===== src/include/sip_pkg.sv =====
// Package: register map, field limits and shared types of the position/protection block
package sip_pkg;
  // Register byte offsets
  localparam logic [7:0] SIP_CTRL_OFS = 8'h00;
  localparam logic [7:0] SIP_THDET_OFS = 8'h04;
  localparam logic [7:0] SIP_THTRQ_OFS = 8'h08;
  localparam logic [7:0] SIP_THTIME_OFS = 8'h0C;
  localparam logic [7:0] SIP_ENCCUR_OFS = 8'h10;
  localparam logic [7:0] SIP_TRQRCH_OFS = 8'h14;
  localparam logic [7:0] SIP_POLES_OFS = 8'h18;
  localparam logic [7:0] SIP_ATTEN_OFS = 8'h1C;
  localparam logic [7:0] SIP_ACCEL_OFS = 8'h20;
  localparam logic [7:0] SIP_INFUNC_OFS = 8'h24;
  localparam logic [7:0] SIP_STATUS_OFS = 8'h28;
  localparam logic [7:0] SIP_ISTAT_OFS = 8'h2C;
  localparam logic [7:0] SIP_IMASK_OFS = 8'h30;
  localparam logic [7:0] SIP_THACC_OFS = 8'h34;
  // Entry window: base 0x40, 16 bytes per entry, field in bits 3:2
  localparam logic [1:0] SIP_ENTRY_PAGE = 2'h1;
  localparam logic [1:0] SIP_FLD_TURNS = 2'h0;
  localparam logic [1:0] SIP_FLD_PULSES = 2'h1;
  localparam logic [1:0] SIP_FLD_SPEED = 2'h2;
  localparam logic [1:0] SIP_FLD_TARGET = 2'h3;
  // Control bits
  localparam int SIP_CTRL_BATT = 0;
  localparam int SIP_CTRL_FORCE = 1;
  localparam int SIP_CTRL_THCLR = 2;
  localparam logic [1:0] SIP_CTRL_RST = 2'h0;
  // Interrupt status bits
  localparam int SIP_IRQ_W = 4;
  localparam int SIP_EV_BATT = 0;
  localparam int SIP_EV_THERM = 1;
  localparam int SIP_EV_TRQ = 2;
  localparam int SIP_EV_DONE = 3;
  // Field limits and reset values
  localparam logic [15:0] SIP_TH_MIN = 16'h000A;
  localparam logic [15:0] SIP_TH_MAX = 16'h012C;
  localparam logic [15:0] SIP_THTIME_MAX = 16'h03E8;
  localparam logic [15:0] SIP_ENCCUR_MAX = 16'h0064;
  localparam logic [15:0] SIP_TRQRCH_MAX = 16'h012C;
  localparam logic [15:0] SIP_POLES_MIN = 16'h0001;
  localparam logic [15:0] SIP_POLES_MAX = 16'h0024;
  localparam logic [15:0] SIP_ATTEN_MIN = 16'h0001;
  localparam logic [15:0] SIP_ATTEN_MAX = 16'h0BB8;
  localparam logic [15:0] SIP_ACCEL_MAX = 16'h07D0;
  localparam logic [15:0] SIP_SPEED_MAX = 16'h1770;
  localparam logic [15:0] SIP_TH_RST = 16'h0064;
  localparam logic [15:0] SIP_THTRQ_RST = 16'h012C;
  localparam logic [15:0] SIP_ONE_RST = 16'h0001;
  // Target position scaling: turns * 131072 + pulses * 4
  localparam int SIP_TURN_SHIFT = 17;
  localparam int SIP_PULSE_SHIFT = 2;
  localparam int SIP_POS_W = 34;
  // Input function codes
  localparam logic [4:0] SIP_FN_NONE = 5'h00;
  localparam logic [4:0] SIP_FN_SRVEN = 5'h01;
  localparam logic [4:0] SIP_FN_SEL0 = 5'h10;
  localparam logic [4:0] SIP_FN_SEL1 = 5'h11;
  localparam logic [4:0] SIP_FN_START = 5'h12;
  // Overload timing: 1 ms integration tick
  localparam int SIP_CLK_NS = 20;
  localparam int SIP_TICK_NS = 1000000;
  localparam int SIP_TICK_CYC = SIP_TICK_NS / SIP_CLK_NS;
  localparam logic [39:0] SIP_TICKS_PER_S = 40'h00_0000_03E8;
  // One internal position entry
  typedef struct packed {
    logic signed [15:0] turns;
    logic signed [15:0] pulses;
    logic [15:0] speed;
  } sip_entry_type;
  // Move sequencer states
  typedef enum logic [1:0] {
    SIP_IDLE = 2'b00,
    SIP_BUSY = 2'b01
  } sip_move_type;
endpackage : sip_pkg


===== src/hw/sip_servo_ctrl.sv =====
// Internal position table, overload protection and servo enable logic with Avalon-MM registers
// Functional notes
// - Battery check enabled: fault raises alarm; disabled: no check, no alarm.
// - Integrate torque squared over detect point; both thresholds 10 to 300 percent.
// - Overload integration bounded by a maximum time of 0 to 1000 s.
// - Configured 0 to 100 percent current is applied during encoder reset.
// - Torque-reached output asserts at configured 0 to 300 percent threshold.
// - Force bit 0: enable follows input; 1: enable without external signal.
// - Target equals turns times 131072 plus pulses times 4, both signed 16-bit.
// - Four target entries 0 to 3, each with turns and pulses.
// - Each entry moves at its own speed, 0 to 6000 r/min.
// - One shared acceleration setting 0 to 2000; larger is faster.
// - Input port 0 is fixed to servo enable.
// - Pole-pair count 1 to 36 feeds commutation and speed math.
// - Configurable inputs: function code 1 is servo enable, 0 is none.
//
// Added by the designer: register access over Avalon-MM and the placing of the registers.
`timescale 1ns/1ns
`default_nettype none
module sip_servo_ctrl #(
  parameter int NUM_IN = 5,
  parameter int TICK_CYC = sip_pkg::SIP_TICK_CYC
) (
  // Clock and reset
  input wire logic i_mclk,
  input wire logic i_sys_rst,
  // Avalon-MM slave
  input wire logic [7:0] i_avs_address,
  input wire logic i_avs_read,
  input wire logic i_avs_write,
  input wire logic [31:0] i_avs_writedata,
  output logic [31:0] o_avs_readdata,
  output logic o_avs_waitrequest,
  // Pins from the outside
  input wire logic [NUM_IN-1:0] i_in_port,
  input wire logic i_batt_fault,
  // Drive-internal signals on this clock
  input wire logic [8:0] i_torque_pct,
  input wire logic i_enc_resetting,
  input wire logic i_move_done,
  // Status and control outputs
  output logic o_servo_en,
  output logic o_batt_alarm,
  output logic o_therm_alarm,
  output logic o_torque_reached,
  output logic [6:0] o_enc_current,
  // Motion settings to the position loop
  output logic o_move_busy,
  output logic signed [sip_pkg::SIP_POS_W-1:0] o_target_pos,
  output logic [15:0] o_target_speed,
  output logic [15:0] o_accel,
  output logic [5:0] o_pole_pairs,
  output logic [15:0] o_gain_atten,
  // Interrupt
  output logic o_irq
);
  import sip_pkg::*;
  // Elaboration checks on port count and tick length
  if (NUM_IN < 2 || NUM_IN > 7) $error("NUM_IN must be 2 to 7");
  if (TICK_CYC < 1) $error("TICK_CYC must be at least 1");
  function automatic logic in_rng(input logic [31:0] v, input logic [15:0] lo,
                                  input logic [15:0] hi);
    in_rng = (v[31:16] == 16'h0000) && (v[15:0] >= lo) && (v[15:0] <= hi);
  endfunction : in_rng
  // Bus request decode
  logic wait_reg;
  wire req = i_avs_read | i_avs_write;
  wire acc_edge = req & ~wait_reg;
  wire wr = i_avs_write & acc_edge;
  wire [31:0] wd = i_avs_writedata;
  wire ent_hit = (i_avs_address[7:6] == SIP_ENTRY_PAGE);
  wire [1:0] ent_idx = i_avs_address[5:4];
  wire [1:0] ent_fld = i_avs_address[3:2];
  wire wr_ctrl = wr && i_avs_address == SIP_CTRL_OFS;
  // Configuration registers
  logic [1:0] ctrl_reg;
  logic [15:0] thdet_reg, thtrq_reg, thtime_reg, enccur_reg, trqrch_reg;
  logic [15:0] poles_reg, atten_reg, accel_reg;
  logic [4*(NUM_IN-1)-1:0] infunc_reg;
  logic [SIP_IRQ_W-1:0] istat_reg, imask_reg;
  sip_entry_type entry_reg [4];
  // Out-of-range writes are dropped so the loop never sees an illegal setting
  always_ff @(posedge i_mclk or posedge i_sys_rst) begin
    if (i_sys_rst) begin
      ctrl_reg <= SIP_CTRL_RST;
      thdet_reg <= SIP_TH_RST;
      thtrq_reg <= SIP_THTRQ_RST;
      thtime_reg <= SIP_ONE_RST;
      enccur_reg <= '0;
      trqrch_reg <= SIP_TH_RST;
      poles_reg <= SIP_ONE_RST;
      atten_reg <= SIP_ONE_RST;
      accel_reg <= '0;
      infunc_reg <= '0;
      imask_reg <= '0;
      for (int i = 0; i < 4; i++) entry_reg[i] <= '0;
    end else if (wr) begin
      case (i_avs_address)
        SIP_CTRL_OFS: ctrl_reg <= wd[1:0];
        SIP_THDET_OFS: if (in_rng(wd, SIP_TH_MIN, SIP_TH_MAX)) thdet_reg <= wd[15:0];
        SIP_THTRQ_OFS: if (in_rng(wd, SIP_TH_MIN, SIP_TH_MAX)) thtrq_reg <= wd[15:0];
        SIP_THTIME_OFS: if (in_rng(wd, '0, SIP_THTIME_MAX)) thtime_reg <= wd[15:0];
        SIP_ENCCUR_OFS: if (in_rng(wd, '0, SIP_ENCCUR_MAX)) enccur_reg <= wd[15:0];
        SIP_TRQRCH_OFS: if (in_rng(wd, '0, SIP_TRQRCH_MAX)) trqrch_reg <= wd[15:0];
        SIP_POLES_OFS: if (in_rng(wd, SIP_POLES_MIN, SIP_POLES_MAX)) poles_reg <= wd[15:0];
        SIP_ATTEN_OFS: if (in_rng(wd, SIP_ATTEN_MIN, SIP_ATTEN_MAX)) atten_reg <= wd[15:0];
        SIP_ACCEL_OFS: if (in_rng(wd, '0, SIP_ACCEL_MAX)) accel_reg <= wd[15:0];
        SIP_INFUNC_OFS: infunc_reg <= wd[4*(NUM_IN-1)-1:0];
        SIP_IMASK_OFS: imask_reg <= wd[SIP_IRQ_W-1:0];
        default: begin
          if (ent_hit && ent_fld == SIP_FLD_TURNS) entry_reg[ent_idx].turns <= wd[15:0];
          if (ent_hit && ent_fld == SIP_FLD_PULSES) entry_reg[ent_idx].pulses <= wd[15:0];
          if (ent_hit && ent_fld == SIP_FLD_SPEED && in_rng(wd, '0, SIP_SPEED_MAX))
            entry_reg[ent_idx].speed <= wd[15:0];
        end
      endcase
    end
  end
  // Pin synchronisers: the first stage feeds only the second
  logic [NUM_IN:0] pin_s1_reg, pin_s2_reg;
  always_ff @(posedge i_mclk or posedge i_sys_rst) begin
    if (i_sys_rst) begin
      {pin_s2_reg, pin_s1_reg} <= '0;
    end else begin
      {pin_s2_reg, pin_s1_reg} <= {pin_s1_reg, i_batt_fault, i_in_port};
    end
  end
  wire [NUM_IN-1:0] in_s = pin_s2_reg[NUM_IN-1:0];
  wire batt_s = pin_s2_reg[NUM_IN];
  // Function decode: field 0..7 gives code 0..7, field 8..15 gives code 16..23
  // Codes 8 to 15 are traded away so that entry select and start fit in four bits
  wire [NUM_IN-1:0] hit_en, hit_s0, hit_s1, hit_go;
  assign hit_en[0] = in_s[0];
  assign {hit_go[0], hit_s1[0], hit_s0[0]} = 3'b000;
  for (genvar p = 1; p < NUM_IN; p++) begin : g_fn
    wire [4:0] code = {infunc_reg[4*p-1], 1'b0, infunc_reg[4*p-2 -: 3]};
    assign hit_en[p] = in_s[p] && code == SIP_FN_SRVEN;
    assign hit_s0[p] = in_s[p] && code == SIP_FN_SEL0;
    assign hit_s1[p] = in_s[p] && code == SIP_FN_SEL1;
    assign hit_go[p] = in_s[p] && code == SIP_FN_START;
  end
  wire ext_en = |hit_en;
  wire [1:0] sel = {|hit_s1, |hit_s0};
  wire go = |hit_go;

  // Target formation per entry, sign-extended then scaled
  wire signed [SIP_POS_W-1:0] sel_target =
    ($signed({{(SIP_POS_W-16){entry_reg[sel].turns[15]}}, entry_reg[sel].turns})
      <<< SIP_TURN_SHIFT) +
    ($signed({{(SIP_POS_W-16){entry_reg[sel].pulses[15]}}, entry_reg[sel].pulses})
      <<< SIP_PULSE_SHIFT);

  // Move sequencer: start edge latches one entry, later selection ignored
  sip_move_type move_reg, move_next;
  logic go_d_reg;
  wire go_rise = go & ~go_d_reg;
  always_comb begin
    case (move_reg)
      SIP_IDLE: move_next = go_rise ? SIP_BUSY : SIP_IDLE;
      SIP_BUSY: move_next = i_move_done ? SIP_IDLE : SIP_BUSY;
      default: move_next = SIP_IDLE;
    endcase
  end
  wire latch = (move_reg == SIP_IDLE) & go_rise;
  always_ff @(posedge i_mclk or posedge i_sys_rst) begin
    if (i_sys_rst) begin
      move_reg <= SIP_IDLE;
      go_d_reg <= 1'b0;
      o_move_busy <= 1'b0;
      o_target_pos <= '0;
      o_target_speed <= '0;
    end else begin
      move_reg <= move_next;
      go_d_reg <= go;
      o_move_busy <= (move_next == SIP_BUSY);
      if (latch) begin
        o_target_pos <= sel_target;
        o_target_speed <= entry_reg[sel].speed;
      end
    end
  end
  wire done_ev = (move_reg == SIP_BUSY) & i_move_done;
  // I-squared-t integration on a 1 ms tick; cooling drains the same measure
  logic [$clog2(TICK_CYC+1)-1:0] tick_cnt_reg;
  logic [39:0] thacc_reg;
  wire tick = (tick_cnt_reg == '0);
  wire [17:0] trq_sq = 18'(i_torque_pct) * 18'(i_torque_pct);
  wire [17:0] det_sq = 18'(thdet_reg[8:0]) * 18'(thdet_reg[8:0]);
  wire [17:0] lim_sq = 18'(thtrq_reg[8:0]) * 18'(thtrq_reg[8:0]);
  wire heating = i_torque_pct > thdet_reg[8:0];
  wire [17:0] sq_gain = heating ? trq_sq - det_sq : det_sq - trq_sq;
  wire [17:0] sq_span = (lim_sq > det_sq) ? lim_sq - det_sq : '0;
  // Budget: overload torque held for the full maximum time
  wire [39:0] th_limit = 40'(sq_span) * 40'(thtime_reg) * SIP_TICKS_PER_S;
  wire [39:0] acc_sum = thacc_reg + 40'(sq_gain); // Sum first: a zero budget cannot wrap
  wire [39:0] acc_up = (acc_sum > th_limit) ? th_limit + 40'h1 : acc_sum;
  wire [39:0] acc_dn = (thacc_reg > 40'(sq_gain)) ? thacc_reg - 40'(sq_gain) : '0;
  wire th_trip = thacc_reg > th_limit;
  always_ff @(posedge i_mclk or posedge i_sys_rst) begin
    if (i_sys_rst) begin
      tick_cnt_reg <= '0;
      thacc_reg <= '0;
    end else begin
      tick_cnt_reg <= tick ? ($clog2(TICK_CYC+1))'(TICK_CYC - 1) : tick_cnt_reg - 1'b1;
      if (tick) thacc_reg <= heating ? acc_up : acc_dn;
    end
  end
  // Alarms, enable and analog-style outputs
  wire therm_next = th_trip | (o_therm_alarm & ~(wr_ctrl & wd[SIP_CTRL_THCLR]));
  wire batt_next = ctrl_reg[SIP_CTRL_BATT] & batt_s;
  wire trq_next = {7'h00, i_torque_pct} >= trqrch_reg;
  always_ff @(posedge i_mclk or posedge i_sys_rst) begin
    if (i_sys_rst) begin
      o_therm_alarm <= 1'b0;
      o_batt_alarm <= 1'b0;
      o_torque_reached <= 1'b0;
      o_servo_en <= 1'b0;
      o_enc_current <= '0;
    end else begin
      o_therm_alarm <= therm_next;
      o_batt_alarm <= batt_next;
      o_torque_reached <= trq_next;
      o_servo_en <= (ctrl_reg[SIP_CTRL_FORCE] | ext_en) & ~o_therm_alarm;
      o_enc_current <= i_enc_resetting ? enccur_reg[6:0] : '0;
    end
  end
  // Settings mirrored to the loop; attenuation only when not moving
  always_ff @(posedge i_mclk or posedge i_sys_rst) begin
    if (i_sys_rst) begin
      o_accel <= '0;
      o_pole_pairs <= SIP_ONE_RST[5:0];
      o_gain_atten <= SIP_ONE_RST;
    end else begin
      o_accel <= accel_reg;
      o_pole_pairs <= poles_reg[5:0];
      o_gain_atten <= (move_next == SIP_IDLE) ? atten_reg : SIP_ONE_RST;
    end
  end
  // Sticky events, write one to clear; a new event wins over the clear
  logic [SIP_IRQ_W-1:0] ev, ev_d_reg;
  assign ev = {done_ev, o_torque_reached & ~ev_d_reg[SIP_EV_TRQ],
               o_therm_alarm & ~ev_d_reg[SIP_EV_THERM], o_batt_alarm & ~ev_d_reg[SIP_EV_BATT]};
  wire [SIP_IRQ_W-1:0] clr = (wr && i_avs_address == SIP_ISTAT_OFS) ? wd[SIP_IRQ_W-1:0] : '0;
  wire [SIP_IRQ_W-1:0] istat_next = (istat_reg & ~clr) | ev;
  always_ff @(posedge i_mclk or posedge i_sys_rst) begin
    if (i_sys_rst) begin
      istat_reg <= '0;
      ev_d_reg <= '0;
      o_irq <= 1'b0;
    end else begin
      istat_reg <= istat_next;
      ev_d_reg <= {1'b0, o_torque_reached, o_therm_alarm, o_batt_alarm};
      o_irq <= |(istat_next & imask_reg);
    end
  end
  // Read mux; unmapped addresses read zero
  logic [31:0] rd_mux;
  always_comb begin
    rd_mux = '0;
    case (i_avs_address)
      SIP_CTRL_OFS: rd_mux = {30'h0, ctrl_reg};
      SIP_THDET_OFS: rd_mux = {16'h0, thdet_reg};
      SIP_THTRQ_OFS: rd_mux = {16'h0, thtrq_reg};
      SIP_THTIME_OFS: rd_mux = {16'h0, thtime_reg};
      SIP_ENCCUR_OFS: rd_mux = {16'h0, enccur_reg};
      SIP_TRQRCH_OFS: rd_mux = {16'h0, trqrch_reg};
      SIP_POLES_OFS: rd_mux = {16'h0, poles_reg};
      SIP_ATTEN_OFS: rd_mux = {16'h0, atten_reg};
      SIP_ACCEL_OFS: rd_mux = {16'h0, accel_reg};
      SIP_INFUNC_OFS: rd_mux = 32'(infunc_reg);
      SIP_STATUS_OFS: rd_mux = {24'h0, o_servo_en, o_move_busy, sel, o_torque_reached,
                                o_therm_alarm, o_batt_alarm, ext_en};
      SIP_ISTAT_OFS: rd_mux = 32'(istat_reg);
      SIP_IMASK_OFS: rd_mux = 32'(imask_reg);
      SIP_THACC_OFS: rd_mux = thacc_reg[39:8];
      default: begin
        if (ent_hit) begin
          case (ent_fld)
            SIP_FLD_TURNS: rd_mux = {16'h0, entry_reg[ent_idx].turns};
            SIP_FLD_PULSES: rd_mux = {16'h0, entry_reg[ent_idx].pulses};
            SIP_FLD_SPEED: rd_mux = {16'h0, entry_reg[ent_idx].speed};
            default: rd_mux = 32'(o_target_pos);
          endcase
        end
      end
    endcase
  end
  // One wait cycle per access, data ready when waitrequest drops
  always_ff @(posedge i_mclk or posedge i_sys_rst) begin
    if (i_sys_rst) begin
      wait_reg <= 1'b1;
      o_avs_readdata <= '0;
    end else begin
      wait_reg <= ~(req & wait_reg);
      if (req & wait_reg) o_avs_readdata <= rd_mux;
    end
  end
  assign o_avs_waitrequest = wait_reg;
endmodule : sip_servo_ctrl
`default_nettype wire


===== config.mk =====
export PLATFORM = sky130hd
export DESIGN_NAME = sip_servo_ctrl
export DESIGN_NICKNAME = d
export VERILOG_FILES = /design/src/include/sip_pkg.sv /design/src/hw/sip_servo_ctrl.sv
export SDC_FILE = /design/constraint.sdc
export NUM_CORES = 2
export LEC_CHECK = 0
export BUFFER_PORTS_ARGS = -buffer_cell sky130_fd_sc_hd__buf_2
export CAP_MARGIN = 10
export CORE_UTILIZATION = 50
export DETAILED_ROUTE_END_ITERATION = 6
export GPL_ROUTABILITY_DRIVEN = 0
export PLACE_DENSITY = 0.67
export SYNTH_ARGS = -nofsm -noshare
export SYNTH_HDL_FRONTEND = slang
export SYNTH_SLANG_ARGS = --single-unit

===== constraint.sdc =====
create_clock -name i_mclk -period 28.9 [get_ports i_mclk]
set_clock_uncertainty 0.15 [all_clocks]
set_input_delay 2.89 -clock i_mclk [delete_from_list [all_inputs] [get_ports i_mclk]]
set_output_delay 2.89 -clock i_mclk [all_outputs]
set_load 0.005 [all_outputs]

Word level (Yosys, flattened, before mapping):

Index checks and enable logic that the tools add are counted.

* $add $sub $neg: 8
* $mul: 5
* div/mod/pow operators: 0
* magnitude comparators: 19
* equal/unequal tests: 34
* shifts and indexed selects: 0
* multiplexer cells: 37
* bitwise operators: 31
* reduce and logical (&&, ||, !) cells: 58

Operators by type and width (count)
* two-way mux 192 bit: 7
* bitwise mux 192 bit: 3
* case mux 32 bit (14 select lines): 1
* demux 48 bit (select 2 bit): 3
* two-way mux 48 bit: 5
* binary-select mux 48 bit (select 2 bit): 2
* two-way mux 40 bit: 3
* case mux 32 bit (3 select lines): 1
* greater-than comparator 40 bit: 2
* two-way mux 32 bit: 2
* multiplier 9 x 9 -> 18 bit: 3
* subtractor 18 bit: 3
* equality test 4 bit, second input constant: 12
* equality test 8 x 6 -> 1 bit, second input constant: 6
* two-way mux 16 bit: 3
* adder 40 x 1 -> 40 bit, second input constant: 1
* adder 40 x 18 -> 40 bit: 1
* greater-than comparator 40 x 18 -> 1 bit: 1
* subtractor 40 x 18 -> 40 bit: 1
* multiplier 34 x 7 -> 37 bit, second input constant: 1
* two-way mux 18 bit: 2
* adder 33 x 18 -> 34 bit: 1
* logical AND 1 bit: 34
* multiplier 18 x 16 -> 34 bit: 1
* 40 further kinds: 93

* flip-flop bits (word level): 554
* bits in latches: 0
* RAM bits: 0
* ROM bits: 0
* input bits: 61
* output and inout port bits: 134
* logic and storage cells: 237
* memories: 0

Logic depth before layout (Yosys ltp):

* word-level depth: 15
* gate-level depth with buffers: 80
* gate-level depth less buffers: 77

Least setup slack after synthesis:

No wires, ideal clock.

* kind: register to register
* start: reg thdet_reg[6]
* end: reg thacc_reg[22]
* setup time: 0.151 ns
* arrival: 18.344 ns
* data required time: 28.599 ns
* slack: 10.255 ns
* cell stages (with the launch flop): 76
* path buffers: 4
* period minus slack after synthesis: 18.645 ns
* cell sequence: dfstp_2 clkbuf_1 clkinv_1 nor2_1 inv_1 fa_1 inv_1 fa_1 inv_1 fa_1 fa_1 inv_1 ha_1 o21a_1 a2111oi_2 nor2_1 nor2_1 xnor2_1 [40 not listed] o311ai_0 a31oi_1 o221ai_1 o21bai_1 a21oi_1 xor2_1 ha_1 nand2_1 nor2_1 nand2_1 or3_1 nand2_1 o211ai_1 o21ai_0 o21ai_4 buf_2 a221oi_1 o311ai_0

* longest elaborated chain between the ends: 8
* elaborated cells between the ends (all ways): 18
* classes of those cells: add/sub: 6; mul: 3; order compare: 4; mux: 5

Ends and longest elaborated chain
* start: declaration: RTL line sip_servo_ctrl.sv:77 `logic [15:0] thdet_reg, thtrq_reg, thtime_reg, enccur_reg, trqrch_reg;`
* start signal: assignment: RTL line sip_servo_ctrl.sv:100 `SIP_THDET_OFS: if (in_rng(wd, SIP_TH_MIN, SIP_TH_MAX)) thdet_reg <= wd[15:0];`
* multiplier 9 x 9 -> 18 bit: RTL line sip_servo_ctrl.sv:188 `wire [17:0] det_sq = 18'(thdet_reg[8:0]) * 18'(thdet_reg[8:0]);`
* subtractor 18 bit / greater-than comparator 18 bit (equally long branches): RTL line sip_servo_ctrl.sv:192 `wire [17:0] sq_span = (lim_sq > det_sq) ? lim_sq - det_sq : '0;`
* two-way mux 18 bit: RTL line sip_servo_ctrl.sv:192
* multiplier 18 x 16 -> 34 bit: RTL line sip_servo_ctrl.sv:194 `wire [39:0] th_limit = 40'(sq_span) * 40'(thtime_reg) * SIP_TICKS_PER_S;`
* multiplier 34 x 7 -> 37 bit: RTL line sip_servo_ctrl.sv:194
* adder 40 x 1 -> 40 bit / greater-than comparator 40 bit (equally long branches): RTL line sip_servo_ctrl.sv:196 `wire [39:0] acc_up = (acc_sum > th_limit) ? th_limit + 40'h1 : acc_sum;`
* two-way mux 40 bit: RTL line sip_servo_ctrl.sv:196
* two-way mux 40 bit *: RTL line sip_servo_ctrl.sv:205 `if (tick) thacc_reg <= heating ? acc_up : acc_dn;`
* end signal: assignment: RTL line sip_servo_ctrl.sv:205
* end: declaration: RTL line sip_servo_ctrl.sv:185 `logic [39:0] thacc_reg;`

Every way passes the cells marked *; elsewhere a longest branch is shown, timed or not.
A chain may end at the register's enable or synchronous reset.

Worst setup path after layout:

* start: reg thdet_reg[6]
* end: reg thacc_reg[30]

Same word-level chain as after synthesis.

==> results.toml <==
[run_status]
status = "finished with violations"
violations = "design-rule violations"

[cts]
cts_buffers = 52
post_cts_resize_count = 0
cts_tree = "yes"
htreeDepth = 2
cts_sinks = 550
holdBufCountCts = 0
root_buffer = "clkbuf_16"
path_clk_slew_ns = 0.07
cts.path.max_buffers = 3
cts_setup_buffers = 0
clock_latency_ns = 0.64

[floorplanning]
pin_count = 195
dieArea_um2 = 107000
core_um2 = 105000
die_w_um = 328
initial_core_util = 0.504
rows = 119
fp.dieH_um = 328

[synthesis]
ys_seq_area_frac = 0.260
synth.most_common_cell = "inv_1"
synth_cell_types = 97
async_flop_share = 1.00
netlist.top_cell.by_area = "dfrtp_1"
synth_flop_cell = "dfrtp_1"
yosysWarnings = 0
synthCells = 5629
yosys_register_bits = 550
synth_top_area_share = 0.252
ys_top_cells_by_count = "738 x inv_1, 619 x nand2_1, 534 x dfrtp_1"
synth_edf_count = 0
synth.area.top_cells = "dfrtp_1 25%, fa_1 17%, ha_1 11%"
syn_avg_cell_area_um2 = 9.43
syn_area_um2 = 53100

[worst_hold_path]
whs_endpoint = "pin_s2_reg[5]"
min_path_cells = 0
hp-start = "pin_s1_reg[5]"
min_path_type = "flip-flop to flip-flop"

[critical_path]
max_stage_delay_ns = 0.68
critPathArrivalTime_ns = 21.95
regToRegSetupSlack_ns = 7.31
r2r_start = "thdet_reg[6]"
reg2reg_to = "thacc_reg[30]"
cp_common_cell = "fa_1"
worstPathMaxFanout = 109
endpoint_kind = "flip-flop"
ff2ff_path_depth = 72
crit_path_start_kind = "flip-flop"
crit_type = "flip-flop to flip-flop"
critPathSlowestCell = "or4b_2"
critPathRequiredTime_ns = 29.27

[placed_design]
dpl.cell_count = 6996
port_buffers = 192
dp.final_hpwl_mm = 124

[routing]
drtAntennaViolNets = 0
drc = 27
vias = 42700
drt_iter0_drc = 3933
post_drt_wl_per_cell_um = 23.0
vias_per_cell = 6.01
firstDrtPassIters = 7
wl_mm = 163

[timing]
finalHoldViolCount = 0
period_minus_slack_ns = 21.59
tns_ns = 0
rsz0062_at_grt = "no"
min_period_over_period = 0.747
tightest_slew_ns = 1.29
maxSlewHeadroom = 0.130
drv_slew = 0
setup_violations = 0
max_freq_ghz = 0.0463

[final_layout]
layout.nets = 6626
drive_gt1_frac = 0.127
multiInputGateArea_um2 = 35500
finalNonFillerCells = 7094
largest_reg_flops = 192
n_fill_cell = 9437
seqCellArea_um2 = 13800
syn_to_final_growth_pct = 7.70

[power_and_ir_drop]
power.leakage_nw = 28.8
max-vdd-ir-drop_v = 0.0000993
power.density_nw_per_um2 = 56.0

[global_route]
grt_pass1_vias = 42800
grt.total_usage = 0.307
grt_max_degree = 125
antenna_found_initial = 6
grt_pass1_wl_mm = 255
overflow = 0

[flow_run]
maxCapViolCount = 0
critical path: cells and delay by family, from the launching register on:
family,cells,cell delay (ns)
adder cells (fa/ha/maj),19,8.65
AO/OA/AOI/OAI,19,5.07
AND/OR/NAND/NOR,18,3.79
buffers and inverters,13,2.07
XOR/XNOR,3,1.05
flip-flops,1,0.63
metal layers:
metal	GRT usage	routed length [µm]
met1	0.411	66900
met2	0.484	73900
met3	0.0499	13200
met4	0.150	9080
met5	0	49
per-stage QoR:
step                      area, µm²  worst slack (ns)  power, mW   util  hold slack [ns]
after floorplan               53100             10.26       1.99      -            0.181
after global placement        55200              8.03       2.38  0.525            0.184
after detailed placement      55200              7.53       2.39  0.525            0.186
after CTS                     57200              7.47       3.18  0.543            0.201
after global routing          57200              5.80       3.39  0.543            0.209
final                         57200              7.31       3.20  0.543            0.201
layout make-up:
| cell class | count | share of cell area |
|---|---|---|
| well taps | 1391 | 0.0304 |
| inverters | 743 | 0.0489 |
| clock buffers | 73 | 0.0266 |
| clock inverters | 24 | 0.00720 |
| diodes | 1 | 0.0000438 |
| multi-input cells | 4056 | 0.620 |
| flip-flops and latches | 550 | 0.241 |
| repair buffers | 256 | 0.0253 |
power by group:
part	switching, mW	leakage, nW	total [mW]	internal, mW
Clock	0.326	0.946	0.785	0.459
Sequential	0.0429	7.37	0.845	0.802
Combinational	0.982	20.5	1.57	0.592
Total	1.35	28.8	3.20	1.85
cell usage in the layout, fill, tap and decap left out, drive strengths merged, types with 122 or more instances in the layout:
| master | synthesis | routed |
|---|---|---|
| ha | 462 | 462 |
| nand3 | 122 | 122 |
| xnor2 | 155 | 155 |
| inv | 739 | 742 |
| and2 | 185 | 185 |
| nand2 | 619 | 619 |
| buf | 61 | 256 |
| fa | 444 | 444 |
| mux2 | 259 | 259 |
| nor2 | 256 | 256 |
| a21oi | 223 | 223 |
| dfrtp | 534 | 534 |
| o21ai | 225 | 225 |
cells by family after synthesis:
family	after synthesis	synth area share
and+or+nand+nor	1591	0.144
buffers and inverters	1024	0.0737
AOI/OAI and AO/OA	981	0.124
adders and majority gates	912	0.277
DFF	550	0.260
muxes	333	0.0802
xor gates and xnor gates	237	0.0401
other	1	0.0000706
how the worst max path moves through the flow:
| stage | slack (ns) | start | to | cells past startpoint |
|---|---|---|---|---|
| final | 7.31 | thdet_reg[6] | thacc_reg[30] | 72 |
| after global routing | 5.80 | thdet_reg[6] | thacc_reg[30] | 72 |
| after detailed placement | 7.53 | thdet_reg[6] | thacc_reg[30] | 72 |
| after global placement | 8.03 | thdet_reg[6] | thacc_reg[30] | 74 |
| after floorplan | 10.26 | thdet_reg[6] | thacc_reg[22] | 75 |
| after CTS | 7.47 | thdet_reg[6] | thacc_reg[30] | 72 |
No activity file was read; power rests on OpenSTA's default activity.
